--- src/rtl/cda_pkg.sv ---
// shared types and constants, plus the bcd digit check used by the decimal adjust
package cda_pkg;

  // ****************************************************************
  // widths and correction constants
  // ****************************************************************
  localparam int unsigned    CDA_W       = 8;
  localparam logic [3:0]     CDA_NIB_MAX = 4'h9;   // largest legal bcd digit
  localparam logic [7:0]     CDA_COR_LO  = 8'h06;
  localparam logic [7:0]     CDA_COR_HI  = 8'h60;
  localparam logic [7:0]     CDA_ZERO    = 8'h00;
  localparam int unsigned    CDA_LATENCY = 1;      // request edge to answer

  // ****************************************************************
  // operation codes
  // ****************************************************************
  typedef enum logic [1:0] {
    CDA_OP_NONE       = 2'b00,
    CDA_OP_CPL_MEM    = 2'b01,   // complement memory byte in place
    CDA_OP_CPL_TO_WR  = 2'b10,   // complement_to_working_register
    CDA_OP_DEC_ADJUST = 2'b11    // decimal_adjust_to_memory
  } cda_op_t;

  // status flags as seen by this slice
  typedef struct packed {
    logic carry;
    logic half_carry_flag;
    logic zero;
  } cda_flags_t;

  // per-flag write enables toward the flag register
  typedef struct packed {
    logic carry_we;
    logic zero_we;
  } cda_flag_we_t;

  // request from the sequencer
  typedef struct packed {
    logic               valid;
    cda_op_t            op;
    logic [CDA_W-1:0]   mem_data;
    logic [CDA_W-1:0]   working_register;
    cda_flags_t         flags;
  } cda_req_t;

  // write-backs toward memory, working register and flags
  typedef struct packed {
    logic               done;
    logic               mem_we;
    logic [CDA_W-1:0]   mem_wdata;
    logic               wr_we;
    logic [CDA_W-1:0]   wr_wdata;
    cda_flag_we_t       flag_we;
    cda_flags_t         flags;
  } cda_rsp_t;

  // bcd digit above nine
  function automatic logic cda_over9(input logic [3:0] nib);
    return nib > CDA_NIB_MAX;
  endfunction

endpackage

--- src/rtl/cda_alu.sv ---
// complement and decimal-adjust alu slice
`timescale 1ns/10ps
// How it works
// - in-place complement inverts every bit and writes back to same byte
// - complement_to_working_register loads inverted byte, memory left alone
// - low nibble gets plus six if above nine or half carry set
// - high nibble gets plus six if above nine after the low fix, or carry set
// - decimal adjust writes working register plus 00h/06h/60h/66h to memory
// - decimal adjust changes only carry, set when bcd sum passes 99
module cda_alu
  import cda_pkg::*;
(
  input  wire logic     mclk,
  input  wire logic     nrst,
  input  wire cda_req_t req,
  output cda_rsp_t      rsp
);

  // ****************************************************************
  // combinational datapath
  // ****************************************************************
  wire logic [CDA_W-1:0] inverted;
  wire logic [CDA_W-1:0] adj_value;
  wire logic             adj_carry;
  wire logic             is_cpl_mem;
  wire logic             is_cpl_wr;
  wire logic             is_adj;
  wire logic             inv_zero;
  cda_rsp_t              rsp_next;
  cda_rsp_t              rsp_reg;

  // operation decode, gated by the request strobe
  assign is_cpl_mem = req.valid && (req.op == CDA_OP_CPL_MEM);
  assign is_cpl_wr  = req.valid && (req.op == CDA_OP_CPL_TO_WR);
  assign is_adj     = req.valid && (req.op == CDA_OP_DEC_ADJUST);
  assign inverted   = ~req.mem_data;
  assign inv_zero   = (inverted == CDA_ZERO);

  cda_dec_adjust u_adj (
    .value         (req.working_register),
    .carry_in      (req.flags.carry),
    .half_carry_in (req.flags.half_carry_flag),
    .adjusted      (adj_value),
    .carry_out     (adj_carry)
  );

  // answer assembly; flags not written keep their incoming value
  assign rsp_next.done                  = is_cpl_mem | is_cpl_wr | is_adj;
  assign rsp_next.mem_we                = is_cpl_mem | is_adj;
  assign rsp_next.mem_wdata             = is_adj ? adj_value : (is_cpl_mem ? inverted : CDA_ZERO);
  assign rsp_next.wr_we                 = is_cpl_wr;
  assign rsp_next.wr_wdata              = is_cpl_wr ? inverted : CDA_ZERO;
  assign rsp_next.flag_we.zero_we       = is_cpl_mem | is_cpl_wr;
  assign rsp_next.flag_we.carry_we      = is_adj;
  assign rsp_next.flags.zero            = (is_cpl_mem | is_cpl_wr) ? inv_zero : req.flags.zero;
  assign rsp_next.flags.carry           = is_adj ? adj_carry : req.flags.carry;
  assign rsp_next.flags.half_carry_flag = req.flags.half_carry_flag;

  // ****************************************************************
  // output register
  // ****************************************************************
  // one register stage keeps every output straight from a flop
  always_ff @(posedge mclk or negedge nrst) begin
    if (!nrst) begin
      rsp_reg <= '0;
    end else begin
      rsp_reg <= rsp_next;
    end
  end

  assign rsp = rsp_reg;

  // ****************************************************************
  // helpers for the write-back lane checks
  // ****************************************************************
  // correction really applied by an adjust; wraps modulo 256 on purpose
  function automatic logic [CDA_W-1:0] cda_applied(input logic [CDA_W-1:0] after_val,
                                                    input logic [CDA_W-1:0] before_val);
    return after_val - before_val;
  endfunction
endmodule

--- src/rtl/cda_dec_adjust.sv ---
// decimal-adjust correction: picks 00h/06h/60h/66h and forms the sum
`timescale 1ns/10ps
module cda_dec_adjust
  import cda_pkg::*;
(
  input  wire logic [CDA_W-1:0] value,
  input  wire logic             carry_in,
  input  wire logic             half_carry_in,
  output logic      [CDA_W-1:0] adjusted,
  output logic                  carry_out
);

  // ****************************************************************
  // correction selection
  // ****************************************************************
  wire logic             lo_fix;
  wire logic [CDA_W:0]   lo_sum;
  wire logic             hi_fix;
  wire logic [CDA_W-1:0] correction;
  wire logic [CDA_W:0]   full_sum;

  // low digit fix on overflow or half carry
  assign lo_fix     = cda_over9(value[3:0]) | half_carry_in;
  assign lo_sum     = {1'b0, value} + {1'b0, (lo_fix ? CDA_COR_LO : CDA_ZERO)};
  // high digit judged after the low fix, so a ripple like 9Ah still corrects
  assign hi_fix     = cda_over9(lo_sum[7:4]) | lo_sum[CDA_W] | carry_in;
  assign correction = (lo_fix ? CDA_COR_LO : CDA_ZERO) | (hi_fix ? CDA_COR_HI : CDA_ZERO);
  assign full_sum   = {1'b0, value} + {1'b0, correction};
  assign adjusted   = full_sum[CDA_W-1:0];
  // a high fix means the decimal sum passed 99: carry chains multi-byte adds
  assign carry_out  = hi_fix | full_sum[CDA_W];

endmodule

--- config.mk ---
export PLATFORM = sky130hd
export DESIGN_NAME = cda_alu
export DESIGN_NICKNAME = d
export VERILOG_FILES = /design/src/rtl/cda_pkg.sv /design/src/rtl/cda_alu.sv /design/src/rtl/cda_dec_adjust.sv
export SDC_FILE = /design/constraint.sdc
export NUM_CORES = 1
export LEC_CHECK = 0
export BUFFER_PORTS_ARGS = -buffer_cell sky130_fd_sc_hd__buf_2
export CORE_MARGIN = 5
export CORE_UTILIZATION = 39
export CTS_BUF_LIST = sky130_fd_sc_hd__clkbuf_16
export CTS_CLUSTER_SIZE = 10
export DETAILED_ROUTE_END_ITERATION = 7
export PLACE_DENSITY = 0.67
export SYNTH_ARGS = -nofsm -noshare
export SYNTH_HDL_FRONTEND = slang
export SYNTH_SLANG_ARGS = --single-unit
export TNS_END_PERCENT = 100
--- constraint.sdc ---
create_clock -name mclk -period 0.8 [get_ports mclk]
set_clock_uncertainty 0.05 [all_clocks]
set_input_delay 0.12 -clock mclk [delete_from_list [all_inputs] [get_ports mclk]]
set_output_delay 0.12 -clock mclk [all_outputs]
set_load 0.05 [all_outputs]
==> results.json, run 1 <==
{
  "status": "finished with violations",
  "violations": "negative hold slack, negative setup slack",
  "synth.area.mux_share": 0.0103,
  "final_core_util": 0.749,
  "core-area_sq_mm": 0.00273,
  "grt_pass1_wl_mm": 5.23,
  "path_common_cell": "o21ai_2",
  "wl_per_cell_microns": 14.3,
  "drtIter0Drc": 15,
  "ir_worst_vdd_mv": 1.64,
  "cts.path.max_buffers": 2,
  "p_int_mw": 2.44,
  "fillCellCount": 187,
  "wl_mm": 3.18,
  "critical_path.top_delay_family": "simple AND/OR/NAND/NOR gates",
  "stdcell_count": 223,
  "crit_path_top_delay_cell": "or4b_4",
  "cp_max_fo": 3,
  "start_util": 0.400,
  "clockRootBuffer": "clkbuf_16",
  "yosysMostFrequentCell": "dfrtp_1",
  "finalHoldViolations": 24,
  "fin_nets": 222,
  "portBuffers": 47,
  "firstDrtPassIters": 4,
  "synthToLayoutAreaGrowth_pct": 87.0,
  "pre_cts_slack_ns": -2.14,
  "cts_tree": "built",
  "clk_pin_slew_ns": 0.06,
  "holdWs_ns": -0.214,
  "power_mw": 3.41,
  "cts_buffers": 3,
  "largest_reg_flops": 24,
  "ys_warn_count": 0,
  "yosys.area.top_type": "dfrtp_1",
  "syn_nets": 132,
  "clkPwrFrac": 0.310,
  "place_inst": 211,
  "dieArea_sq_mm": 0.00397,
  "worstMarginPinSlew_ns": 0.515,
  "cts_sinks": 24,
  "die_h_microns": 63.0,
  "grt.overflow.total": 0,
  "synth_area_leaders": "dfrtp_1, nor2_1, ha_1, a21oi_1, xor2_1",
  "synth_common_cells": "dfrtp_1, nor2_1, a21oi_1",
  "pwr-share-seq": 0.381,
  "period_needed_ns": 2.55,
  "synth_top_area_frac": 0.549,
  "p_comb_frac": 0.309,
  "synth_compound_gate_area_share": 0.120,
  "switching_share": 0.283,
  "ys.flop_type": "dfrtp_1",
  "synth_top_family_by_area": "simple AND/OR/NAND/NOR gates",
  "maxSlewViolCount": 0,
  "grt_usage": 0.162,
  "setup_viol": 31,
  "ios": 48,
  "path_cells": "buf_6, o21ai_2, nand2b_1, ha_2, fa_2, and3_4, and4b_2, o21ai_2, nand2_2, ha_4, a21oi_2, a21boi_2, or4b_4, o311ai_4",
  "synthCells": 103,
  "htree_levels": 1,
  "hp-class": "in2async",
  "p_leak_nw": 1.04,
  "p_switching_mw": 0.965,
  "arrival_ns": 2.66,
  "route.vias.total": 1106,
  "diodes": 0,
  "synth_adder_area_share": 0.0640,
  "hpwl_mm": 2.27,
  "antenna_found_initial": 0,
  "cp.required_ns": 0.91,
  "viasPerCell": 4.96,
  "drv_cap": 0,
  "ys_seq_elements": 24,
  "drive_gt1_frac": 0.604,
  "synth_area_sq_mm": 0.00109,
  "synthSimpleGateAreaFrac": 0.197,
  "fin_ws_ns": -1.75,
  "syn_area_per_cell_sq_um": 10.6,
  "synth_edf_count": 0,
  "powerDensity_mw_per_mm2": 1660,
  "ant_nets": 0,
  "gp_congestion": 0.750,
  "synth.distinct_cells": 32,
  "dpl-instance-area_sq_mm": 0.00165,
  "die_x_microns": 63.0,
  "cpPeakStageDelay_ns": 0.49,
  "drcViolationCount": 0,
  "cp-start-kind": "input pin",
  "grt_max_degree": 25,
  "slew_headroom": 0.657,
  "crit_type": "in2reg",
  "rsz0062_at_grt": "true",
  "end_kind": "flip-flop",
  "seq_area_frac_synth": 0.549,
  "synth_xor_xnor_area_share": 0.0320,
  "async_flop_share": 1.00,
  "grt_pass1_vias": 1190,
  "fmax_mhz": 393,
  "path_buf_inv": 1,
  "rows": 19,
  "fin_crit_sh": 3.18,
  "fin_area_sq_mm": 0.00205
}
[metrics by stage]
step | hold WS (ns) | TNS [ns]
6_report | -0.214 | -11.63
5_1_grt | -0.168 | -12.82
4_1_cts | -0.200 | -11.74
3_5_place_dp | 0.0700 | -11.57
3_3_place_gp | 0.0601 | -10.73
2_1_floorplan | -0.226 | -8.93
[power groups by stage]
stage / logic [mW] / clock network [mW] / registers [mW]
5_1_grt: 1.13 / 1.14 / 1.30
3_3_place_gp: 0.802 / 0 / 1.30
4_1_cts: 1.01 / 1.07 / 1.30
2_1_floorplan: 0.248 / 0 / 1.52
6_report: 1.05 / 1.06 / 1.30
3_5_place_dp: 0.821 / 0 / 1.30
[kinds of logic (layout without fill, tap and decap cells)]
| logic type | count (synthesis) | after routing |
|---|---|---|
| buf+inv | 6 | 95 |
| fa+ha+maj | 5 | 5 |
| xor+xnor | 4 | 4 |
| mux | 1 | 1 |
| flops | 24 | 24 |
| compound gates | 21 | 21 |
| simple gates | 42 | 42 |
[area by class of cell]
type | instances | area (sq um) | share of cell area
inverters | 3 | 11.3 | 0.00550
clock buffers | 3 | 75.1 | 0.0367
well taps | 31 | 38.8 | 0.0189
flip-flops and latches | 24 | 601 | 0.293
repair buffers | 88 | 727 | 0.355
multi-input cells | 73 | 591 | 0.289
clock inverters | 1 | 3.75 | 0.00183
[metal layers]
layer  track usage  share of wire
met1         0.179           0.39
met2         0.292           0.52
met5             0              0
met3        0.0468          0.069
met4        0.0557          0.018
[repair_timing]
item / in CTS / in global routing
pin swaps: 12 / 13
endpoints found under the hold margin: 24 / 24
setup endpoints to repair: 32 / 33
buffers inserted: 8 / 1
gates resized for setup: 61 / 10
gates cloned: 0 / 0
[how the worst max path moves through the flow]
stage	start	to	cells after the start
2_1_floorplan	req[5]	rsp[21]	14
3_3_place_gp	req[5]	rsp[21]	14
3_5_place_dp	req[5]	rsp[21]	13
4_1_cts	req[5]	rsp[21]	14
5_1_grt	req[5]	rsp[21]	14
6_report	req[5]	rsp[21]	14
[cells in the final DEF (no fill, tap or decap), types with 2 or more instances in the layout]
master and instances:
a21oi_1 4, a21oi_2 5, and2_4 2, buf_2 20, buf_4 36, buf_6 31
clkbuf_16 3, dfrtp_1 24, ha_4 3, inv_1 3, nand2_1 4, nand4_1 5
nor2_1 19, o21ai_2 2, xor2_1 3
Note: power is estimated with default switching activity, not from simulation.
==> run 2, diff against run 1 <==
- PLACE_DENSITY: 0.67 -> 0.7
- clock period: 0.8 -> 2.2 ns (I/O delays scaled with it)
==> results.json, run 2 (same netlist as run 1, synthesis figures left out) <==
{
  "status": "finished with violations",
  "violations": "negative hold slack, negative setup slack",
  "fin_ws_ns": -0.573,
  "gp_congestion": 0.788,
  "grt_pass1_vias": 959,
  "fin_area_sq_mm": 0.00170,
  "period_needed_ns": 2.77,
  "seqCellArea_sq_um": 601,
  "drtIter0Drc": 43,
  "rsz0062_at_grt": "true",
  "end_kind": "flip-flop",
  "drive_gt1_frac": 0.517,
  "holdWs_ns": -0.00373,
  "core-area_sq_mm": 0.00273,
  "arrival_ns": 2.88,
  "setup_viol": 4,
  "diodes": 0,
  "grt_max_degree": 25,
  "layout_common_cells": "buf_2, dfrtp_1, nor2_1, buf_4, a21oi_1",
  "clockRootBuffer": "clkbuf_16",
  "hp-class": "in2async",
  "route.vias.total": 1005,
  "crit_path_end": "rsp[21]",
  "cts_tree": "built",
  "cp.required_ns": 2.30,
  "ios": 48,
  "drv_cap": 0,
  "antenna_found_initial": 0,
  "drcViolationCount": 0,
  "cts_sinks": 24,
  "viasPerCell": 4.90,
  "fin_nets": 204,
  "dieArea_sq_mm": 0.00397,
  "start_util": 0.400,
  "final_common_cell": "buf_2",
  "finalHoldViolations": 6,
  "fin_crit_sh": 1.26,
  "cts_buffers": 3,
  "synthToLayoutAreaGrowth_pct": 55.2,
  "fillCellCount": 230,
  "cp_max_fo": 3,
  "p_leak_nw": 0.908,
  "ant_nets": 0,
  "maxSlewViolCount": 0,
  "rows": 19,
  "hpwl_mm": 1.98,
  "die_h_microns": 63.0,
  "firstDrtPassIters": 4,
  "ir_worst_vdd_mv": 0.555,
  "slew_headroom": 0.657,
  "wl_per_cell_microns": 12.8,
  "crit_type": "in2reg",
  "worstMarginPinSlew_ns": 0.515,
  "dpl-instance-area_sq_mm": 0.00152,
  "grt_usage": 0.132,
  "multi_input_area_sq_um": 538,
  "htree_levels": 1,
  "crit_start": "req[5]",
  "grt_pass1_wl_mm": 4.31,
  "cp-start-kind": "input pin",
  "clk_pin_slew_ns": 0.06,
  "fmax_mhz": 361,
  "grt.overflow.total": 0,
  "die_x_microns": 63.0,
  "largest_reg_flops": 24,
  "cts.path.max_buffers": 2,
  "wl_mm": 2.63,
  "powerDensity_mw_per_mm2": 678,
  "portBuffers": 47
}
## run 2: cell count changes in the layout (fill, tap and decap cells not counted), moves of 2 or more
| cell | change |
|---|---|
| and2_1 | +2 |
| a21oi_1 | +2 |
| buf_4 | -16 |
| buf_6 | -26 |
| and2_4 | -2 |
| a21oi_2 | -2 |
| buf_2 | +25 |
## run 2: how the worst min path moves through the flow
stage	endpoint	depth (start not counted)	slack (ns)
final	rsp[12]	1	-0.004
after global routing	rsp[19]	1	0.05
after CTS	rsp[12]	1	0.02
after detailed placement	rsp[12]	1	0.29
after global placement	rsp[12]	1	0.27
after floorplan	rsp[0]	0	-0.02
## run 2: repair_timing
item | CTS | global route
cloned | 0 | 0
setup buffers | 6 | 1
hold buffers | 0 | 0
pin swaps | 5 | 6
gates resized for setup | 4 | 8
endpoints found under the setup margin | 4 | 4
## run 2: report_power, final
| part | switching (mW) | leakage, nW | total [mW] | internal, mW |
|---|---|---|---|---|
| Clock | 0.139 | 0.0385 | 0.381 | 0.242 |
| Sequential | 0.00425 | 0.319 | 0.466 | 0.462 |
| Combinational | 0.182 | 0.551 | 0.304 | 0.122 |
| Total | 0.326 | 0.908 | 1.15 | 0.826 |
## run 2: per-layer routing
| metal | global-route usage | up-vias | part of all wire |
|---|---|---|---|
| met5 | 0 | - | 0 |
| met4 | 0.0477 | 0 | 0.0087 |
| met3 | 0.0234 | 2 | 0.078 |
| met2 | 0.215 | 38 | 0.52 |
| met1 | 0.174 | 461 | 0.40 |
| li1 | - | 504 | - |
## run 2: worst max-delay path, cell delays in order
cell and delay [ns]:
buf_6 0.09, o21ai_2 0.11, nand2b_1 0.08, buf_4 0.15, ha_1 0.31, a21oi_2 0.08
buf_4 0.14, and4b_2 0.21, o21ai_2 0.14, nand2_2 0.11, ha_4 0.30, and2_1 0.16
a21boi_2 0.07, or4b_1 0.49, o311ai_2 0.09
## run 2: final cells by class
class | instances | share of cell area
Timing Repair Buffer | 70 | 0.254
Clock inverter | 1 | 0.00221
Multi-Input combinational cell | 73 | 0.317
Inverter | 3 | 0.00663
Clock buffer | 3 | 0.0442
Tap cell | 31 | 0.0228
Sequential cell | 24 | 0.353
## run 2: through the flow
| stage | setup slack, ns | util | instances | TNS (ns) | power (mW) |
|---|---|---|---|---|---|
| CTS | -0.563 | 0.609 | 205 | -1.64 | 1.15 |
| global route | -0.659 | 0.622 | 205 | -2.18 | 1.21 |
| floorplan | -0.866 | - | 103 | -2.29 | 0.639 |
| global placement | -0.836 | 0.557 | 195 | -2.59 | 0.742 |
| detailed placement | -0.929 | 0.557 | 195 | -2.91 | 0.746 |
| finish | -0.573 | 0.622 | 205 | -1.70 | 1.15 |
